### src/rtl/cnc_pkg.sv
package cnc_pkg;
  // Network management command specifiers, as carried in the first byte
  localparam logic [7:0] NMT_START = 8'h01;
  localparam logic [7:0] NMT_STOP = 8'h02;
  localparam logic [7:0] NMT_PREOP = 8'h80;
  localparam logic [7:0] NMT_RESET_NODE = 8'h81;
  localparam logic [7:0] NMT_RESET_COMM = 8'h82;
  // Layer setting command specifiers
  localparam logic [7:0] LSS_SWITCH_GLOBAL = 8'h04;
  localparam logic [7:0] LSS_CFG_NODE_ID = 8'h11;
  localparam logic [7:0] LSS_CFG_BIT_TIMING = 8'h13;
  localparam logic [7:0] LSS_STORE = 8'h17;
  localparam logic [7:0] LSS_SEL_VENDOR = 8'h40;
  localparam logic [7:0] LSS_SEL_PRODUCT = 8'h41;
  localparam logic [7:0] LSS_SEL_REVISION = 8'h42;
  localparam logic [7:0] LSS_SEL_SERIAL = 8'h43;
  localparam logic [7:0] LSS_MODE_WAIT = 8'h00;
  localparam logic [7:0] LSS_MODE_CONFIG = 8'h01;
  // Node address and rate defaults and limits
  localparam logic [6:0] NODE_ID_DEFAULT = 7'h70;
  localparam logic [6:0] NODE_ID_MIN = 7'h01;
  localparam logic [6:0] NODE_ID_MAX = 7'h7f;
  localparam logic [3:0] BIT_IDX_1M = 4'h0;
  localparam logic [3:0] BIT_IDX_10K = 4'h8;
  localparam logic [3:0] BIT_IDX_MAX = 4'h8;
  // Answer status codes
  localparam logic [7:0] LSS_ACK_OK = 8'h00;
  localparam logic [7:0] LSS_ACK_BAD = 8'h01;
  // Object service kinds on the request port
  localparam logic [1:0] SRV_SDO = 2'h0;
  localparam logic [1:0] SRV_TPDO = 2'h1;
  localparam logic [1:0] SRV_RPDO = 2'h2;
  localparam logic [1:0] SRV_REMAP = 2'h3;
  // Init completion time
  localparam int INIT_CYCLES = 16;
  localparam logic [4:0] INIT_CNT_LAST = 5'h0f;
  // Node states
  typedef enum logic [1:0] {CNC_INIT, CNC_PREOP, CNC_OPER, CNC_STOPPED} cnc_state_e;
  typedef enum logic {CNC_LSS_WAIT, CNC_LSS_CONFIG} cnc_lss_e;
endpackage

### src/rtl/cnc_node.sv
`timescale 1ns/100ps
`default_nettype none
module cnc_node
  import cnc_pkg::*;
#(
  parameter logic [31:0] VENDOR_ID = 32'h0000_0a5a, // Arbitrary value
  parameter logic [31:0] PRODUCT_CODE = 32'h0000_0101, // Arbitrary value
  parameter logic [31:0] REVISION = 32'h0001_0000, // Arbitrary value
  parameter int FIFO_DEPTH = 8
) (
  // Clock and reset
  input wire logic i_clk_sys,
  input wire logic i_rst,
  // Product serial, part after the hyphen
  input wire logic [31:0] i_serial,
  // Network management command
  input wire logic i_nmt_valid,
  input wire logic [7:0] i_nmt_cmd,
  input wire logic [6:0] i_nmt_node,
  // Layer setting command and answer
  input wire logic i_lss_valid,
  input wire logic [7:0] i_lss_cmd,
  input wire logic [31:0] i_lss_data,
  output logic o_lss_ack,
  output logic [7:0] o_lss_status,
  // Object service request from the bus
  input wire logic i_srv_valid,
  input wire logic [1:0] i_srv_kind,
  input wire logic [31:0] i_srv_data,
  output logic o_srv_ack,
  output logic o_srv_refused,
  // Measurements to transmit, through the FIFO
  input wire logic i_meas_valid,
  output logic o_meas_ready,
  input wire logic [31:0] i_meas_data,
  output logic o_tpdo_valid,
  input wire logic i_tpdo_ready,
  output logic [31:0] o_tpdo_data,
  // Set points received
  output logic o_setp_valid,
  output logic [31:0] o_setp_data,
  // SDO request handed to the application
  output logic o_sdo_valid,
  output logic [31:0] o_sdo_data,
  // Node status
  output logic [1:0] o_state,
  output logic o_lss_config,
  output logic [6:0] o_node_id,
  output logic [3:0] o_bit_idx,
  output logic [9:0] o_rate_kbps
);
  import cnc_pkg::*;

  cnc_state_e st_q, st_d;
  cnc_lss_e lss_q, lss_d;
  logic [4:0] init_cnt_q, init_cnt_d;
  logic [6:0] id_q, id_d, id_pend_q, id_pend_d;
  logic [3:0] bi_q, bi_d, bi_pend_q, bi_pend_d;
  logic [3:0] match_q, match_d;
  logic ack_q, ack_d;
  logic [7:0] stat_q, stat_d;
  logic sack_q, sack_d, sref_q, sref_d;
  logic setp_v_q, setp_v_d, sdo_v_q, sdo_v_d;
  logic [31:0] setp_q, setp_d, sdo_q, sdo_d;
  logic [9:0] rate_q, rate_w;
  logic fifo_valid, fifo_in_ready;
  logic [31:0] fifo_data;
  logic tpdo_go;
  logic nmt_hit;

  // Is this service allowed in the given node state
  function automatic logic srv_allowed(input cnc_state_e s, input logic [1:0] k);
    case (s)
      CNC_PREOP: srv_allowed = (k == SRV_SDO);
      CNC_OPER: srv_allowed = (k != SRV_REMAP);
      default: srv_allowed = 1'b0;
    endcase
  endfunction

  // Node management commands address this node or all nodes
  assign nmt_hit = i_nmt_valid && (i_nmt_node == id_q || i_nmt_node == 7'h00);

  // Node state machine
  always_comb begin
    st_d = st_q;
    init_cnt_d = init_cnt_q;
    case (st_q)
      CNC_INIT: begin
        // Init leaves only when its own work is done
        if (init_cnt_q == INIT_CNT_LAST) begin
          st_d = CNC_PREOP;
          init_cnt_d = '0;
        end else begin
          init_cnt_d = init_cnt_q + 5'h01;
        end
      end
      CNC_PREOP, CNC_OPER, CNC_STOPPED: begin
        if (nmt_hit) begin
          case (i_nmt_cmd)
            NMT_START: st_d = CNC_OPER;
            NMT_STOP: st_d = CNC_STOPPED;
            NMT_PREOP: st_d = CNC_PREOP;
            NMT_RESET_NODE, NMT_RESET_COMM: st_d = CNC_INIT;
            default: st_d = st_q;
          endcase
        end
      end
      default: st_d = CNC_INIT;
    endcase
  end

  always_ff @(posedge i_clk_sys) begin
    if (i_rst) begin
      st_q <= CNC_INIT;
      init_cnt_q <= '0;
    end else begin
      st_q <= st_d;
      init_cnt_q <= init_cnt_d;
    end
  end

  // Layer setting: global switch or identity match, then configure; new values apply on store
  always_comb begin
    lss_d = lss_q;
    id_d = id_q;
    bi_d = bi_q;
    id_pend_d = id_pend_q;
    bi_pend_d = bi_pend_q;
    match_d = match_q;
    ack_d = 1'b0;
    stat_d = stat_q;
    if (i_lss_valid) begin
      case (i_lss_cmd)
        LSS_SWITCH_GLOBAL: begin
          lss_d = (i_lss_data[7:0] == LSS_MODE_CONFIG) ? CNC_LSS_CONFIG : CNC_LSS_WAIT;
          match_d = '0;
        end
        // Selective switch: all four identity fields must match in order
        LSS_SEL_VENDOR: match_d = {3'h0, i_lss_data == VENDOR_ID};
        LSS_SEL_PRODUCT: match_d = {2'h0, match_q[0] && i_lss_data == PRODUCT_CODE, match_q[0]};
        LSS_SEL_REVISION: match_d = {1'b0, match_q[1] && i_lss_data == REVISION, match_q[1:0]};
        LSS_SEL_SERIAL: begin
          match_d = '0;
          if (match_q[2] && i_lss_data == i_serial) begin
            lss_d = CNC_LSS_CONFIG;
            ack_d = 1'b1;
            stat_d = LSS_ACK_OK;
          end
        end
        LSS_CFG_NODE_ID: if (lss_q == CNC_LSS_CONFIG) begin
          ack_d = 1'b1;
          if (i_lss_data[6:0] >= NODE_ID_MIN && i_lss_data[6:0] <= NODE_ID_MAX
              && i_lss_data[31:7] == '0) begin
            id_pend_d = i_lss_data[6:0];
            stat_d = LSS_ACK_OK;
          end else begin
            stat_d = LSS_ACK_BAD;
          end
        end
        LSS_CFG_BIT_TIMING: if (lss_q == CNC_LSS_CONFIG) begin
          ack_d = 1'b1;
          if (i_lss_data[31:4] == '0 && i_lss_data[3:0] <= BIT_IDX_MAX) begin
            bi_pend_d = i_lss_data[3:0];
            stat_d = LSS_ACK_OK;
          end else begin
            stat_d = LSS_ACK_BAD;
          end
        end
        LSS_STORE: if (lss_q == CNC_LSS_CONFIG) begin
          ack_d = 1'b1;
          stat_d = LSS_ACK_OK;
          id_d = id_pend_q;
          bi_d = bi_pend_q;
        end
        default: ;
      endcase
    end
  end

  always_ff @(posedge i_clk_sys) begin
    if (i_rst) begin
      lss_q <= CNC_LSS_WAIT;
      id_q <= NODE_ID_DEFAULT;
      bi_q <= BIT_IDX_10K;
      id_pend_q <= NODE_ID_DEFAULT;
      bi_pend_q <= BIT_IDX_10K;
      match_q <= '0;
      ack_q <= 1'b0;
      stat_q <= LSS_ACK_OK;
    end else begin
      lss_q <= lss_d;
      id_q <= id_d;
      bi_q <= bi_d;
      id_pend_q <= id_pend_d;
      bi_pend_q <= bi_pend_d;
      match_q <= match_d;
      ack_q <= ack_d;
      stat_q <= stat_d;
    end
  end

  // Object service gate; every request gets ack or refusal one cycle later
  always_comb begin
    sack_d = 1'b0;
    sref_d = 1'b0;
    setp_v_d = 1'b0;
    sdo_v_d = 1'b0;
    setp_d = setp_q;
    sdo_d = sdo_q;
    // A transmit request has no inbound payload; it is refused in every state
    if (i_srv_valid) begin
      if (srv_allowed(st_q, i_srv_kind) && i_srv_kind != SRV_TPDO) begin
        sack_d = 1'b1;
        if (i_srv_kind == SRV_RPDO) begin
          setp_v_d = 1'b1;
          setp_d = i_srv_data;
        end else begin
          sdo_v_d = 1'b1;
          sdo_d = i_srv_data;
        end
      end else begin
        sref_d = 1'b1;
      end
    end
  end

  always_ff @(posedge i_clk_sys) begin
    if (i_rst) begin
      sack_q <= 1'b0;
      sref_q <= 1'b0;
      setp_v_q <= 1'b0;
      sdo_v_q <= 1'b0;
      setp_q <= '0;
      sdo_q <= '0;
      rate_q <= 10'h00a;
    end else begin
      sack_q <= sack_d;
      sref_q <= sref_d;
      setp_v_q <= setp_v_d;
      sdo_v_q <= sdo_v_d;
      setp_q <= setp_d;
      sdo_q <= sdo_d;
      rate_q <= rate_w;
    end
  end

  // Outbound measurements flow only in Operational; FIFO holds them otherwise
  assign tpdo_go = (st_q == CNC_OPER) && i_tpdo_ready;

  cnc_fifo #(
    .WIDTH(32),
    .DEPTH(FIFO_DEPTH)
  ) u_fifo (
    .i_clk_sys(i_clk_sys),
    .i_rst(i_rst),
    .i_valid(i_meas_valid),
    .o_ready(fifo_in_ready),
    .i_data(i_meas_data),
    .o_valid(fifo_valid),
    .i_ready(tpdo_go),
    .o_data(fifo_data)
  );

  cnc_rate u_rate (
    .i_bit_idx(bi_q),
    .o_rate_kbps(rate_w)
  );

  // FIFO outputs are flip-flop fed already inside the FIFO
  assign o_meas_ready = fifo_in_ready;
  assign o_tpdo_valid = fifo_valid && (st_q == CNC_OPER);
  assign o_tpdo_data = fifo_data;
  assign o_lss_ack = ack_q;
  assign o_lss_status = stat_q;
  assign o_srv_ack = sack_q;
  assign o_srv_refused = sref_q;
  assign o_setp_valid = setp_v_q;
  assign o_setp_data = setp_q;
  assign o_sdo_valid = sdo_v_q;
  assign o_sdo_data = sdo_q;
  assign o_state = st_q;
  assign o_lss_config = (lss_q == CNC_LSS_CONFIG);
  assign o_node_id = id_q;
  assign o_bit_idx = bi_q;
  assign o_rate_kbps = rate_q;
endmodule // cnc_node
`default_nettype wire

### src/rtl/cnc_fifo.sv
`timescale 1ns/100ps
`default_nettype none
// Small synchronous FIFO; storage is flip-flops indexed by pointer
module cnc_fifo #(
  parameter int WIDTH = 32,
  parameter int DEPTH = 8
) (
  // Clock and reset
  input wire logic i_clk_sys,
  input wire logic i_rst,
  // Fill side
  input wire logic i_valid,
  output logic o_ready,
  input wire logic [WIDTH-1:0] i_data,
  // Drain side
  output logic o_valid,
  input wire logic i_ready,
  output logic [WIDTH-1:0] o_data
);
  localparam int AW = $clog2(DEPTH);
  logic [WIDTH-1:0] mem_q [DEPTH];
  logic [WIDTH-1:0] mem_d [DEPTH];
  logic [AW-1:0] wr_q, wr_d, rd_q, rd_d;
  logic [AW:0] cnt_q, cnt_d;
  logic push, pop;

  // Pointer and count update; full blocks push so the source stalls
  always_comb begin
    push = i_valid && (cnt_q != AW'(0) + (AW+1)'(DEPTH));
    pop = i_ready && (cnt_q != '0);
    wr_d = wr_q;
    rd_d = rd_q;
    cnt_d = cnt_q;
    mem_d = mem_q;
    if (push) begin
      mem_d[wr_q] = i_data;
      wr_d = (wr_q == AW'(DEPTH - 1)) ? '0 : wr_q + AW'(1);
    end
    if (pop) begin
      rd_d = (rd_q == AW'(DEPTH - 1)) ? '0 : rd_q + AW'(1);
    end
    if (push && !pop) begin
      cnt_d = cnt_q + (AW+1)'(1);
    end else if (pop && !push) begin
      cnt_d = cnt_q - (AW+1)'(1);
    end
  end

  // Registers only
  always_ff @(posedge i_clk_sys) begin
    if (i_rst) begin
      wr_q <= '0;
      rd_q <= '0;
      cnt_q <= '0;
    end else begin
      wr_q <= wr_d;
      rd_q <= rd_d;
      cnt_q <= cnt_d;
    end
    mem_q <= mem_d;
  end

  assign o_ready = (cnt_q != (AW+1)'(DEPTH));
  assign o_valid = (cnt_q != '0);
  assign o_data = mem_q[rd_q];
endmodule // cnc_fifo
`default_nettype wire

### src/rtl/cnc_rate.sv
`timescale 1ns/100ps
`default_nettype none
// Maps the bit-timing index to a bus rate in kbit/s; unknown indices read zero
module cnc_rate (
  // Index in
  input wire logic [3:0] i_bit_idx,
  // Rate out
  output logic [9:0] o_rate_kbps
);
  always_comb begin
    case (i_bit_idx)
      4'h0: o_rate_kbps = 10'h3e8;
      4'h1: o_rate_kbps = 10'h320;
      4'h2: o_rate_kbps = 10'h1f4;
      4'h3: o_rate_kbps = 10'h0fa;
      4'h4: o_rate_kbps = 10'h07d;
      4'h5: o_rate_kbps = 10'h064;
      4'h6: o_rate_kbps = 10'h032;
      4'h7: o_rate_kbps = 10'h014;
      4'h8: o_rate_kbps = 10'h00a;
      default: o_rate_kbps = 10'h000;
    endcase
  end
endmodule // cnc_rate
`default_nettype wire

### config.mk
export PLATFORM = sky130hd
export DESIGN_NAME = cnc_node
export DESIGN_NICKNAME = d
export VERILOG_FILES = /design/src/rtl/cnc_pkg.sv /design/src/rtl/cnc_node.sv /design/src/rtl/cnc_fifo.sv /design/src/rtl/cnc_rate.sv
export SDC_FILE = /design/constraint.sdc
export NUM_CORES = 1
export LEC_CHECK = 0
export BUFFER_PORTS_ARGS = -buffer_cell sky130_fd_sc_hd__buf_2
export CAP_MARGIN = 25
export CORE_MARGIN = 2
export CORE_UTILIZATION = 50
export CTS_BUF_LIST = sky130_fd_sc_hd__clkbuf_4 sky130_fd_sc_hd__clkbuf_8 sky130_fd_sc_hd__clkbuf_16
export DETAILED_ROUTE_END_ITERATION = 12
export GPL_ROUTABILITY_DRIVEN = 1
export PLACE_DENSITY = 0.76
export SYNTH_ARGS = -nofsm -noshare
export SYNTH_HDL_FRONTEND = slang
export SYNTH_SLANG_ARGS = --single-unit
### constraint.sdc
create_clock -name i_clk_sys -period 4.5 [get_ports i_clk_sys]
set_clock_uncertainty 0.2 [all_clocks]
set_input_delay 0.45 -clock i_clk_sys [delete_from_list [all_inputs] [get_ports i_clk_sys]]
set_output_delay 0.45 -clock i_clk_sys [all_outputs]
set_load 0.005 [all_outputs]
* Word-level counts from Yosys, hierarchy flattened
Memories as Yosys holds them, arrays and structs flattened. A register that Yosys moved wholly into a read port is not among the register bits.
Index checks and enable logic that the tools add are counted.
Widths: inputs -> output; s select.
** Word-level totals
- Bits in read-only memories :: 160
- Bits in latches :: 0
- Memories :: 1
- Bits in registers :: 376
- Memory bits (writable) :: 0
** Memories
- (no name shown) :: words 16, width 10, rd ports 1, clocked after memory_dff 1, write ports 0, RTL line cnc_rate.sv:11 : case (i_bit_idx)
** Cells by class
- Reductions and logical operators :: 48
- Bitwise gates (word level) :: 8
- Divide/modulo/power cells :: 0
- Equal/unequal tests :: 36
- $lt $le $gt $ge :: 6
- Shifts and indexed selects :: 0
- Add/subtract/negate cells :: 5
- Multiply operators :: 0
- Muxes and demuxes :: 35
** Operator list (count)
- $bwmux 256 :: 1
- $bmux 32 s3 :: 1
- $demux 32 s3 :: 1
- $mux 32 :: 3
- $eq 32x12->1 const B :: 1
- $eq 32x17->1 const B :: 1
- $eq 32x32->1 :: 1
- $eq 32x9->1 const B :: 1
- $eq 8x7->1 const B :: 4
- $mux 8 :: 4
- $pmux 8 s4 :: 1
- $logic_not 28->1 :: 1
- $logic_not 25->1 :: 1
- $eq 8x5->1 const B :: 3
- $eq 8x8->1 const B :: 3
- $reduce_and 3->1 :: 6
- $eq 8x1->1 const B :: 2
- $logic_and 1x1->1 :: 15
- $ne 2x2->1 const B :: 7
- $pmux 3 s4 :: 1
- $reduce_and 4->1 :: 3
- $reduce_bool 4->1 :: 3
- $mux 1 :: 11
- $reduce_or 3->1 :: 3
- other kinds (37) :: 60

* Depth between registers and ports, before layout
Gate-level depths: netlist of run 1.
- Depth after elaboration :: 6
- Mapped depth :: 12
- Gate-level depth less buffers :: 12

* By module
A second synthesis of run 1 with hierarchy kept.
** Second synthesis, totals
- Cell total of the unflattened synthesis :: 1070
- Area total of the unflattened synthesis :: 15328.5 um^2
** Modules (own cells, without submodules)
- cnc_fifo :: times used 1, cells each 442, area an instance 10209.8 um^2, seq. area each 7887.6 um^2
- cnc_node :: times used 1, cells each 598, area an instance 4879.7 um^2, seq. area each 2262.2 um^2
- cnc_rate :: times used 1, cells each 30, area an instance 239.0 um^2, seq. area each 0.0 um^2

* Worst setup path after synthesis of run 1
No wires, ideal clock.
- Path kind :: reg-to-reg
- From :: register u_fifo.cnt_q[0]
- To :: register u_fifo.mem_q[224] (netlist bit), enable pin
- Slack :: -0.039 ns
- Stages on the path, launching flop included :: 5
- Setup time :: 0.501 ns
- Arrival time :: 3.838 ns
- Period minus slack after synthesis :: 4.539 ns
- Path through :: dfxtp_1 -> nor3_1 -> nand2_1 -> nand2_1 -> nor4_1
** On the way
- Word-level cells in the longest chain between the ends :: 2
** RTL lines
- start: declaration :: RTL line cnc_fifo.sv:24 : logic [AW:0] cnt_q, cnt_d;
- start signal: assignment :: RTL line cnc_fifo.sv:58 : cnt_q <= cnt_d;
- $ne 4x4->1
- net o_meas_ready :: RTL line cnc_node.sv:34 : output logic o_meas_ready,
- $logic_and 1x1->1 :: RTL line cnc_fifo.sv:29 : push = i_valid && (cnt_q != AW'(0) + (AW+1)'(DEPTH));
- end signal: assignment :: RTL line cnc_fifo.sv:60 : mem_q <= mem_d;
- end: declaration :: RTL line cnc_fifo.sv:21 : logic [WIDTH-1:0] mem_q [DEPTH];
The timed path passes the listed nets, and every way through them passes these cells.
A chain may end at the register's enable or synchronous reset.

* Worst setup path in the final report of run 1
- From :: register u_fifo.rd_q[0]
- To :: output port o_tpdo_data[19]
** On the way
- Word-level cells in the longest chain between the ends :: 4
** RTL lines
- start: declaration :: RTL line cnc_fifo.sv:23 : logic [AW-1:0] wr_q, wr_d, rd_q, rd_d;
- start signal: assignment :: RTL line cnc_fifo.sv:57 : rd_q <= rd_d;
- $not 3->4 (implied by the code) :: RTL line cnc_fifo.sv:65 : assign o_data = mem_q[rd_q];
- $bmux 32 s3 :: RTL line cnc_fifo.sv:65
- $mux 32 (implied by the code) (2 in series) :: RTL line cnc_fifo.sv:65
- end: declaration :: RTL line cnc_node.sv:38 : output logic [31:0] o_tpdo_data,
No other way between the ends. The select of a mux whose other input is x is not followed.

==> metrics.yaml, run 1 <==
hold_class: "input pin to register"
avgViaCountPerCell: 5.519
synthesis.area_mm2: 0.01516
cts_tree: "done"
final_nets: 1545
setup_viol: 0
final_cell_mix: "286 x buf_2, 256 x edfxtp_1, 148 x nand2_1"
synth_edf_count: 256
grt_pass1_wl_um: 54780
slowest_stage: "dfxtp_4"
clk_latency_ns: 0.52
path_class: "register to output pin"
synth_seq_cells: 379
p_per_area_mw_per_mm2: 401.6
firstDrtPassIters: 5
min_period_ns: 3.332
area_growth_pct: 23.79
grt_use_met1_pct: 27.62
max_stage_delay_ns: 0.83
ys.flop_type: "edfxtp_1"
die_y_um: 178.1
root_buffer: "clkbuf_16"
dieWidth_um: 178.1
hold_slack_ns: 0.01276
finalCoreUtilization_pct: 63.16
yosysUniqueCellTypes: 56
core-area_mm2: 0.02972
syn_inst: 1036
rsz0062_at_grt: "false"
synth.yosys.seq_area_share_pct: 66.94
clock_path_buffers: 3
final_common_cell: "buf_2"
ioPinCount: 295
port_buffers: 287
via_count: 9857
worstMarginPinSlew_ns: 1.038
dp_cells: 1680
arrival_ns: 2.68
clock-sinks: 379
crit_fanout: 36
synth_area_per_cell_um2: 14.64
cp_cell_sequence: "buf_12 -> mux4_2 -> mux2_2 -> buf_2"
grt_max_degree: 99
initial_utilization_pct: 51.03
postCtsSetupRepairBufs: 0
slew_headroom_pct: 30.78
grt-ovfl-total: 0
busiest_layer: "met2"
drtIter0Drc: 729
drc: 0
cap_viol_max_count: 0
dpl.hpwl_um: 22500
hold_violations: 0
diodes: 0
htreeDepth: 2
setup.worst_path.start_class: "register"
stdcell_area_mm2: 0.01877
drive_gt1_share_pct: 34.81
period_share_pct: 74.03
grt_util_met2_pct: 39.28
maxSlewViolCount: 0
max_clock_freq_mhz: 300.2
grt_usage_pct: 22.54
hold_buffers: 37
crit_path_end_kind: "output pin"
path_clk_slew_ns: 0.06
layout.cells.non_filler: 1786
cts_made_buffers: 38
n_fill_cell: 2112
synthArstFlopShare_pct: 0
grt_pass1_vias: 10140
avgRoutedWirePerCell_um: 19.86
dpl_cell_area_mm2: 0.01712
gp_congestion: 0.8063
p_leak_nw: 6.832
outcome: "finished, final reports clean"
die_area_mm2: 0.03174
peakVddDrop_mv: 0.3070
drt_wl_total_um: 35480
ant_nets: 0
cts_resized: 0
num_rows: 63
use_met3_pct: 4.966
setup_tns_ns: 0
yosysWarnings: 0
required_ns: 3.85
antenna_found_initial: 3
-- where the power goes --
group	internal, W	leakage (nW)	total, W	switching, W
clock	0.00194	0.647	0.00318	0.00124
sequential	0.00382	3.32	0.00386	0.0000399
combinational	0.000230	2.87	0.000498	0.000268
total	0.00599	6.83	0.00754	0.00154
-- kinds of logic (layout without fill, tap and decap cells) --
kind of cell / Yosys count / in the layout / share of synthesized area (%)
AOI/OAI and AO/OA: 118 / 118 / 4.588
adders and majority gates: 18 / 18 / 1.535
buffers and inverters: 67 / 421 / 1.956
xor gates and xnor gates: 44 / 44 / 2.541
other: 1 / 7 / 0.02473
and+or+nand+nor: 291 / 291 / 9.085
DFF: 379 / 379 / 66.94
muxes: 118 / 118 / 13.33
-- area by class of cell --
class                   instances  area (µm²)  area share [%]
clock inverters                13       137.6          0.7332
flip-flops and latches        379       10160           54.11
inverters                      11       41.29          0.2200
multi-input cells             596        4802           25.58
clock buffers                  56        1146           6.106
well taps                     390       488.0           2.600
repair buffers                341        1999           10.65
-- per-stage QoR --
| stage | power (W) | setup slack, ns |
|---|---|---|
| floorplan | 0.004174 | 0.6563 |
| global placement | 0.004392 | 1.633 |
| detailed placement | 0.004411 | 1.573 |
| CTS | 0.007606 | 1.085 |
| global route | 0.007784 | 0.9726 |
| finish | 0.007538 | 1.168 |
-- critical path: cells and delay by family, from the launching register on --
kind                   cells  cell delay, ns
multiplexers               2            0.82
flip-flops                 1            0.83
buffers and inverters      2            0.48
-- synth_stat cells, types with 4 or more instances --
| library cell | instances | area [µm²] |
|---|---|---|
| edfxtp_1 | 256 | 7687 |
| nand2_1 | 148 | 555.5 |
| dfxtp_1 | 123 | 2462 |
| a21oi_1 | 81 | 405.4 |
| mux4_2 | 64 | 1441 |
| nor2_1 | 51 | 191.4 |
| clkbuf_1 | 38 | 142.6 |
| mux2_2 | 32 | 360.4 |
| xor2_1 | 32 | 280.3 |
| mux2i_1 | 22 | 220.2 |
| ha_1 | 17 | 212.7 |
| nor3_1 | 16 | 80.08 |
| nor4_1 | 15 | 93.84 |
| nor2b_1 | 12 | 75.07 |
| xnor2_1 | 12 | 105.1 |
| inv_1 | 10 | 37.54 |
| a211o_1 | 9 | 78.83 |
| nand3_1 | 9 | 45.04 |
| buf_4 | 7 | 52.55 |
| o21ai_0 | 7 | 35.03 |
| buf_1 | 6 | 22.52 |
| nand4_1 | 6 | 37.54 |
| nand2b_1 | 4 | 25.02 |
| nor4_2 | 4 | 50.05 |
| or3_1 | 4 | 25.02 |
| or4_1 | 4 | 30.03 |
-- state kept, by name, summed over array words and instances (netlist names), 2 cells and up --
register      cells
bi_pend_q         4
o_rate_kbps      10
u_fifo.rd_q       3
u_fifo.mem_q    256
id_pend_q         7
init_cnt_q        5
u_fifo.cnt_q      4
o_setp_data      32
o_state           2
o_node_id         7
o_sdo_data       32
o_bit_idx         4
match_q           3
u_fifo.wr_q       3
-- routing by layer --
layer / up-vias / wire length [µm]
met5: - / 41
met4: 6 / 1256
li1: 4538 / -
met1: 4834 / 13930
met2: 392 / 17790
met3: 87 / 2454
-- path summary, 6_finish.rpt --
| kind | slack [ns] | cells past startpoint | to | startpoint |
|---|---|---|---|---|
| worst max-delay path | 1.17 | 4 | o_tpdo_data[19] | u_fifo.rd_q[0]$_SDFFE_PP0P_ |
| worst min-delay path | 0.01 | 1 | u_fifo.mem_q[220]$_DFFE_PP_ | i_meas_data[28] |
| worst max register to register | 1.57 | 12 | u_fifo.cnt_q[3]$_SDFFE_PP0P_ | u_fifo.cnt_q[0]$_SDFFE_PP0P_ |
| worst min register to register | 0.25 | 2 | o_setp_data[18]$_SDFFE_PP0P_ | o_setp_data[18]$_SDFFE_PP0P_ |
Note: power is estimated with default switching activity, not from simulation.
==> run 2, diff against run 1 <==
Settings changed: ABC_AREA set to 1.
Clock period 4.5 ns to 2.85 ns, I/O delays scaled along.
==> metrics.yaml, run 2 <==
worst_hold_path.num_cells: 5  # was 1
rsz0062_at_grt: "false"  # unchanged
dpl.hpwl_um: 24240  # was 22500 µm
crit_fanout: 24  # was 36
synthArstFlopShare_pct: 0  # unchanged
final_nets: 2124  # was 1545
gp_congestion: 0.8295  # was 0.8063
hold_slack_ns: 0.01936  # was 0.01276 ns
rr_worst_depth: 16  # was 12
worstMarginPinSlew_ns: 0.5744  # was 1.038 ns
cts_tree: "done"  # unchanged
diodes: 0  # unchanged
drtIter0Drc: 926  # was 729
p_leak_nw: 8.129  # was 6.832 nW
crit_path_end_kind: "output pin"  # unchanged
cts_made_buffers: 38  # unchanged
path_clk_slew_ns: 0.06  # about the same
slew_headroom_pct: 61.65  # was 30.78%
grt_max_degree: 95  # was 99
max_stage_delay_ns: 0.54  # was 0.83 ns
grt_usage_pct: 23.51  # was 22.54%
core-area_mm2: 0.03131  # was 0.02972 mm²
arrival_ns: 2.26  # was 2.68 ns
setup_tns_ns: 0  # unchanged
die_y_um: 181.6  # was 178.1 µm
grt_pass1_wl_um: 62690  # was 54780 µm
final_common_cell: "nor2_1"  # was buf_2
hold_violations: 0  # unchanged
cap_viol_max_count: 0  # unchanged
final_cell_mix: "377 x nor2_1, 287 x buf_2, 256 x edfxtp_1"  # was 286 x buf_2, 256 x edfxtp_1, 148 x nand2_1
via_count: 12740  # was 9857
period_share_pct: 96.48
setup_viol: 0  # unchanged
synth_seq_cells: 379  # unchanged
finalCoreUtilization_pct: 63.43  # was 63.16%
synth_edf_count: 256  # unchanged
yosysUniqueCellTypes: 40  # was 56
firstDrtPassIters: 5  # unchanged
initial_utilization_pct: 50.38  # was 51.03%
clock_path_buffers: 3  # unchanged
dieWidth_um: 181.6  # was 178.1 µm
path_class: "register to output pin"  # unchanged
drc: 0  # unchanged
largest_register: "u_fifo.mem_q"  # unchanged
yosysMostFrequentCell: "nor2_1"  # was edfxtp_1
ys.flop_type: "edfxtp_1"  # unchanged
peakVddDrop_mv: 0.4630  # was 0.3070 mV
synth_area_per_cell_um2: 9.939  # was 14.64 µm²
synth_top_area_share_pct: 48.73  # was 50.70%
n_fill_cell: 2370  # was 2112
avgRoutedWirePerCell_um: 16.87  # was 19.86 µm
root_buffer: "clkbuf_16"  # unchanged
layout.cells.non_filler: 2376  # was 1786
outcome: "finished, final reports clean"  # unchanged
yosysTopAreaCell: "edfxtp_1"  # unchanged
cp_cell_sequence: "buf_4 -> o21ai_0 -> o22ai_1 -> nor2_1 -> a31oi_1 -> buf_2"  # was buf_12 -> mux4_2 -> mux2_2 -> buf_2
ioPinCount: 295  # unchanged
grt-ovfl-total: 0  # unchanged
synthesis.area_mm2: 0.01577  # was 0.01516 mm²
required_ns: 2.37  # was 3.85 ns
post_synth_most_frequent_cells: "385 x nor2_1, 256 x edfxtp_1, 177 x o21ai_0"  # was 256 x edfxtp_1, 148 x nand2_1, 123 x dfxtp_1
hold_class: "input pin to register"  # unchanged
p_per_area_mw_per_mm2: 676.9  # was 401.6 mW/mm²
setup.worst_path.start_class: "register"  # unchanged
clock-sinks: 379  # unchanged
maxSlewViolCount: 0  # unchanged
synthTopCellsByArea: "edfxtp_1 49%, dfxtp_1 16%, nor2_1 9.2%"  # was edfxtp_1 51%, dfxtp_1 16%, mux4_2 9.5%
syn_inst: 1587  # was 1036
clk_latency_ns: 0.52  # about the same
synth.yosys.seq_area_share_pct: 64.35  # was 66.94%
dp_cells: 2223  # was 1680
yosysWarnings: 0  # unchanged
max_clock_freq_mhz: 363.7
min_period_ns: 2.750
ant_nets: 0  # unchanged
port_buffers: 287  # unchanged
largest_reg_flops: 256  # unchanged
antenna_found_initial: 1  # was 3
drt_wl_total_um: 40090  # was 35480 µm
drive_gt1_share_pct: 20.97  # was 34.81%
area_growth_pct: 25.91  # was 23.79%
slowest_stage: "dfxtp_4"  # unchanged
avgViaCountPerCell: 5.362  # was 5.519
die_area_mm2: 0.03298  # was 0.03174 mm²
postCtsSetupRepairBufs: 0  # unchanged
num_rows: 65  # was 63
htreeDepth: 2  # unchanged
grt_pass1_vias: 12530  # was 10140
## run 2: path summary, 6_finish.rpt
kind | slack, ns | from | to
worst min-delay path | 0.02 | i_nmt_cmd[1] | o_state[1]$_SDFFE_PP0P_
worst max register to register | 0.27 | o_state[0]$_SDFFE_PP0P_ | u_fifo.cnt_q[3]$_SDFFE_PP0P_
worst max-delay path | 0.10 | u_fifo.rd_q[0]$_SDFFE_PP0P_ | o_tpdo_data[26]
worst min register to register | 0.26 | o_setp_data[6]$_SDFFE_PP0P_ | o_setp_data[6]$_SDFFE_PP0P_
## run 2: area by class of cell
type / count / area, µm² / area share (%)
sequential: 379 / 10150 / 51.13
multi-input combinational: 1030 / 4927 / 24.81
timing repair buffer: 400 / 2659 / 13.39
clock buffer: 54 / 1126 / 5.670
tap: 402 / 503.0 / 2.532
inverter: 97 / 367.9 / 1.852
clock inverter: 14 / 123.9 / 0.6237
## run 2: through the flow
step / worst slack (ns) / power [W] / cell area, µm²
after detailed placement: 0.2576 / 0.008452 / 17680
after global routing: 0.01007 / 0.01402 / 19860
after floorplan: 0.02371 / 0.007587 / 15800
after global placement: 0.3685 / 0.008386 / 17680
after CTS: 0.05112 / 0.01346 / 19760
final: 0.1002 / 0.01344 / 19860
## run 2: routing by layer
| layer | up-vias | share of wire [%] | wire length, µm | GRT usage [%] |
|---|---|---|---|---|
| li1 | 6148 | - | - | - |
| met1 | 5989 | 40 | 16030 | 28.60 |
| met2 | 513 | 50 | 20010 | 41.73 |
| met3 | 87 | 6.8 | 2716 | 4.332 |
| met4 | 2 | 3.3 | 1321 | 8.813 |
| met5 | - | 0.027 | 11 | 0 |
## run 2: power breakdown
part	switching, W	total (W)	leakage [nW]	internal [W]
combinational	0.00135	0.00219	4.18	0.000847
clock	0.00201	0.00495	0.633	0.00294
sequential	0.000119	0.00630	3.32	0.00618
## run 2: repair_timing
| item | in CTS | in global routing |
|---|---|---|
| hold endpoints to repair | 342 | 0 |
| hold buffers | 82 | 0 |
| endpoints found under the setup margin | 4 | 11 |
| gates cloned | 0 | 2 |
| pin swaps | 0 | 0 |
| gates resized for setup | 2 | 6 |
## run 2: logic make-up (layout without fill, tap and decap cells)
logic type / after synthesis / in the layout / synth area share (%)
AO/OA/AOI/OAI: 339 / 339 / 11.53
AND/OR/NAND/NOR: 647 / 647 / 16.60
adder cells (fa/ha/maj): 18 / 18 / 1.475
flip-flops: 379 / 379 / 64.35
other: 1 / 7 / 0.02377
XOR/XNOR: 19 / 19 / 1.055
buffers and inverters: 184 / 565 / 4.965
## run 2: worst max-delay path: cells and delay by family, from the launching register on
kind / cells / cell delay (ns)
DFF: 1 / 0.54
and+or+nand+nor: 1 / 0.07
AOI/OAI and AO/OA: 3 / 0.62
buffers and inverters: 2 / 0.50
==> run 3, diff against run 2 <==
Settings changed: CORE_UTILIZATION 50 to 55, PLACE_DENSITY 0.76 to 0.79.
Clock period 2.85 ns to 2.95 ns, I/O delays scaled along.
==> metrics.yaml, run 3 (synthesis gave the netlist of run 2 again) <==
num_rows: 61  # was 65
grt_max_degree: 89  # was 95
cap_viol_max_count: 0  # unchanged
cp_cell_sequence: "buf_12 -> o21ai_0 -> o22ai_1 -> nor2_1 -> a31oi_1 -> buf_2"  # was buf_4 -> o21ai_0 -> o22ai_1 -> nor2_1 -> a31oi_1 -> buf_2
slew_headroom_pct: 61.88  # was 61.65%
core-area_mm2: 0.02801  # was 0.03131 mm²
rr_worst_depth: 16  # unchanged
period_share_pct: 95.27
outcome: "finished, final reports clean"  # unchanged
htreeDepth: 2  # unchanged
critical_path.top_delay_family: "compound AO/OA/AOI/OAI gates"  # unchanged
drtIter0Drc: 1025  # was 926
cts_tree: "done"  # unchanged
dpl.hpwl_um: 23430  # was 24240 µm
drc: 0  # unchanged
final_nets: 2117  # was 2124
largest_reg_flops: 256  # unchanged
cp_num_buf_inv: 2  # unchanged
final_common_cell: "nor2_1"  # unchanged
path_clk_slew_ns: 0.06  # about the same
clk_latency_ns: 0.52  # about the same
via_count: 12650  # was 12740
min_period_ns: 2.811
finalCoreUtilization_pct: 70.16  # was 63.43%
wl_met3_um: 2441  # was 2716 µm
p_leak_nw: 8.037  # was 8.129 nW
grt_pass1_wl_um: 61040  # was 62690 µm
reg2reg_to: "u_fifo.cnt_q[3]$_SDFFE_PP0P_"  # unchanged
hold_class: "input pin to register"  # unchanged
die_area_mm2: 0.03005  # was 0.03298 mm²
slowest_stage: "dfxtp_4"  # unchanged
clock-sinks: 379  # unchanged
ioPinCount: 295  # unchanged
max_stage_delay_ns: 0.60  # was 0.54 ns
switching_share_pct: 25.51  # was 25.88%
initial_utilization_pct: 56.31  # was 50.38%
crit_fanout: 64  # was 24
firstDrtPassIters: 5  # unchanged
dp_cells: 2195  # was 2223
cp-endpoint: "o_tpdo_data[24]"  # was o_tpdo_data[26]
setup_viol: 0  # unchanged
layout.cells.non_filler: 2343  # was 2376
wl_met1_um: 15520  # was 16030 µm
cts_made_buffers: 39  # was 38
p_comb_share_pct: 16.0  # was 16.3%
grt-ovfl-total: 0  # unchanged
n_fill_cell: 2061  # was 2370
max_clock_freq_mhz: 355.8
p_sw_w: 0.003242  # was 0.003480 W
startpoint: "u_fifo.rd_q[0]$_SDFFE_PP0P_"  # unchanged
seqPwrFrac_pct: 47.9  # was 46.8%
dieWidth_um: 173.4  # was 181.6 µm
crit_path_end_kind: "output pin"  # unchanged
ant_nets: 0  # unchanged
drt_wl_total_um: 38860  # was 40090 µm
final_cell_mix: "377 x nor2_1, 287 x buf_2, 256 x edfxtp_1"  # unchanged
area_growth_pct: 24.59  # was 25.91%
clkPwrFrac_pct: 36.1  # was 36.8%
required_ns: 2.46  # was 2.37 ns
avgRoutedWirePerCell_um: 16.59  # was 16.87 µm
grt_pass1_vias: 12490  # was 12530
reg2reg_slack_ns: 0.23  # was 0.27 ns
die_y_um: 173.4  # was 181.6 µm
p_per_area_mw_per_mm2: 646.8  # was 676.9 mW/mm²
gp_congestion: 0.8546  # was 0.8295
clock_path_buffers: 3  # unchanged
arrival_ns: 2.32  # was 2.26 ns
pre_cts_ws_ns: 0.2665  # was 0.2576 ns
avgViaCountPerCell: 5.401  # was 5.362
path_class: "register to output pin"  # unchanged
largest_register: "u_fifo.mem_q"  # unchanged
setup_tns_ns: 0  # unchanged
highest_layer: "met4"  # was met5
wl_met2_um: 19400  # was 20010 µm
grt_usage_pct: 24.99  # was 23.51%
maxSlewViolCount: 0  # unchanged
p_int_w: 0.009468  # was 0.009965 W
worstMarginPinSlew_ns: 0.5710  # was 0.5744 ns
crit-reg2reg-launch: "o_state[0]$_SDFFE_PP0P_"  # unchanged
setup_ws_ns: 0.1395  # was 0.1002 ns
setup.worst_path.start_class: "register"  # unchanged
port_buffers: 287  # unchanged
root_buffer: "clkbuf_16"  # unchanged
cp.depth: 6  # unchanged
hold_violations: 0  # unchanged
antenna_found_initial: 1  # unchanged
drive_gt1_share_pct: 20.37  # was 20.97%
peakVddDrop_mv: 0.4197  # was 0.4630 mV
-- run 3: cell types whose count changed in the layout (fill, tap and decap cells not counted), moves of 3 or more --
cell | before | now
buf_16 | 3 | 0
buf_4 | 19 | 14
clkinv_2 | 9 | 5
clkinv_1 | 4 | 7
buf_12 | 5 | 8
-- run 3: layout make-up --
class	count	area [µm²]	area share (%)
multi-input cells	1030	4923	25.05
well taps	378	473.0	2.407
clock inverters	12	85.08	0.4329
flip-flops and latches	379	10150	51.67
clock buffers	54	1114	5.666
diodes	1	2.502	0.01273
repair buffers	392	2535	12.90
inverters	97	365.4	1.859
-- run 3: what timing repair did --
item                       CTS  global route
resized for setup            0             2
hold buffers                81             0
buffers inserted             0             0
hold endpoints to repair   343             0
setup endpoints to repair    0             4
-- run 3: power groups by stage --
| stage | registers, W | clock network, W | logic (W) |
|---|---|---|---|
| after global placement | 0.00619 | 0 | 0.00188 |
| after floorplan | 0.00617 | 0 | 0.00116 |
| after global routing | 0.00612 | 0.00485 | 0.00227 |
| final | 0.00609 | 0.00459 | 0.00203 |
| after CTS | 0.00609 | 0.00465 | 0.00203 |
| after detailed placement | 0.00620 | 0 | 0.00193 |
-- run 3: tightest hold or removal path, cell delays in order --
cell      delay (ns)
buf_2           0.11
a211oi_1        0.08
nor2_1          0.08
nor2_1          0.05
nor2_1          0.09
-- run 3: routing by layer --
| layer | track usage, % | up-vias |
|---|---|---|
| met2 | 44.73 | 457 |
| met3 | 4.452 | 104 |
| met4 | 10.31 | 0 |
| met5 | 0 | - |
| met1 | 29.76 | 5960 |
| li1 | - | 6133 |
-- run 3: worst min path at each step --
stage | start | endpoint | depth (start not counted)
after global routing | i_srv_kind[0] | o_setp_data[24]$_SDFFE_PP0P_ | 6
final | i_nmt_cmd[1] | o_state[1]$_SDFFE_PP0P_ | 5
after CTS | i_nmt_cmd[1] | o_state[1]$_SDFFE_PP0P_ | 5
after detailed placement | o_setp_data[15]$_SDFFE_PP0P_ | o_setp_data[15]$_SDFFE_PP0P_ | 2
after global placement | id_pend_q[4]$_SDFFE_PP1P_ | o_node_id[4]$_SDFFE_PP1P_ | 2
after floorplan | i_meas_data[0] | u_fifo.mem_q[0]$_DFFE_PP_ | 0
-- run 3: through the flow --
step | cell area, µm² | total power [W] | hold slack (ns)
floorplan | 15800 | 0.007330 | 0.1939
global route | 19650 | 0.01324 | 0.06520
detailed placement | 17630 | 0.008138 | 0.2502
CTS | 19640 | 0.01278 | 0.003532
global placement | 17630 | 0.008069 | 0.2446
finish | 19650 | 0.01271 | 0.03551
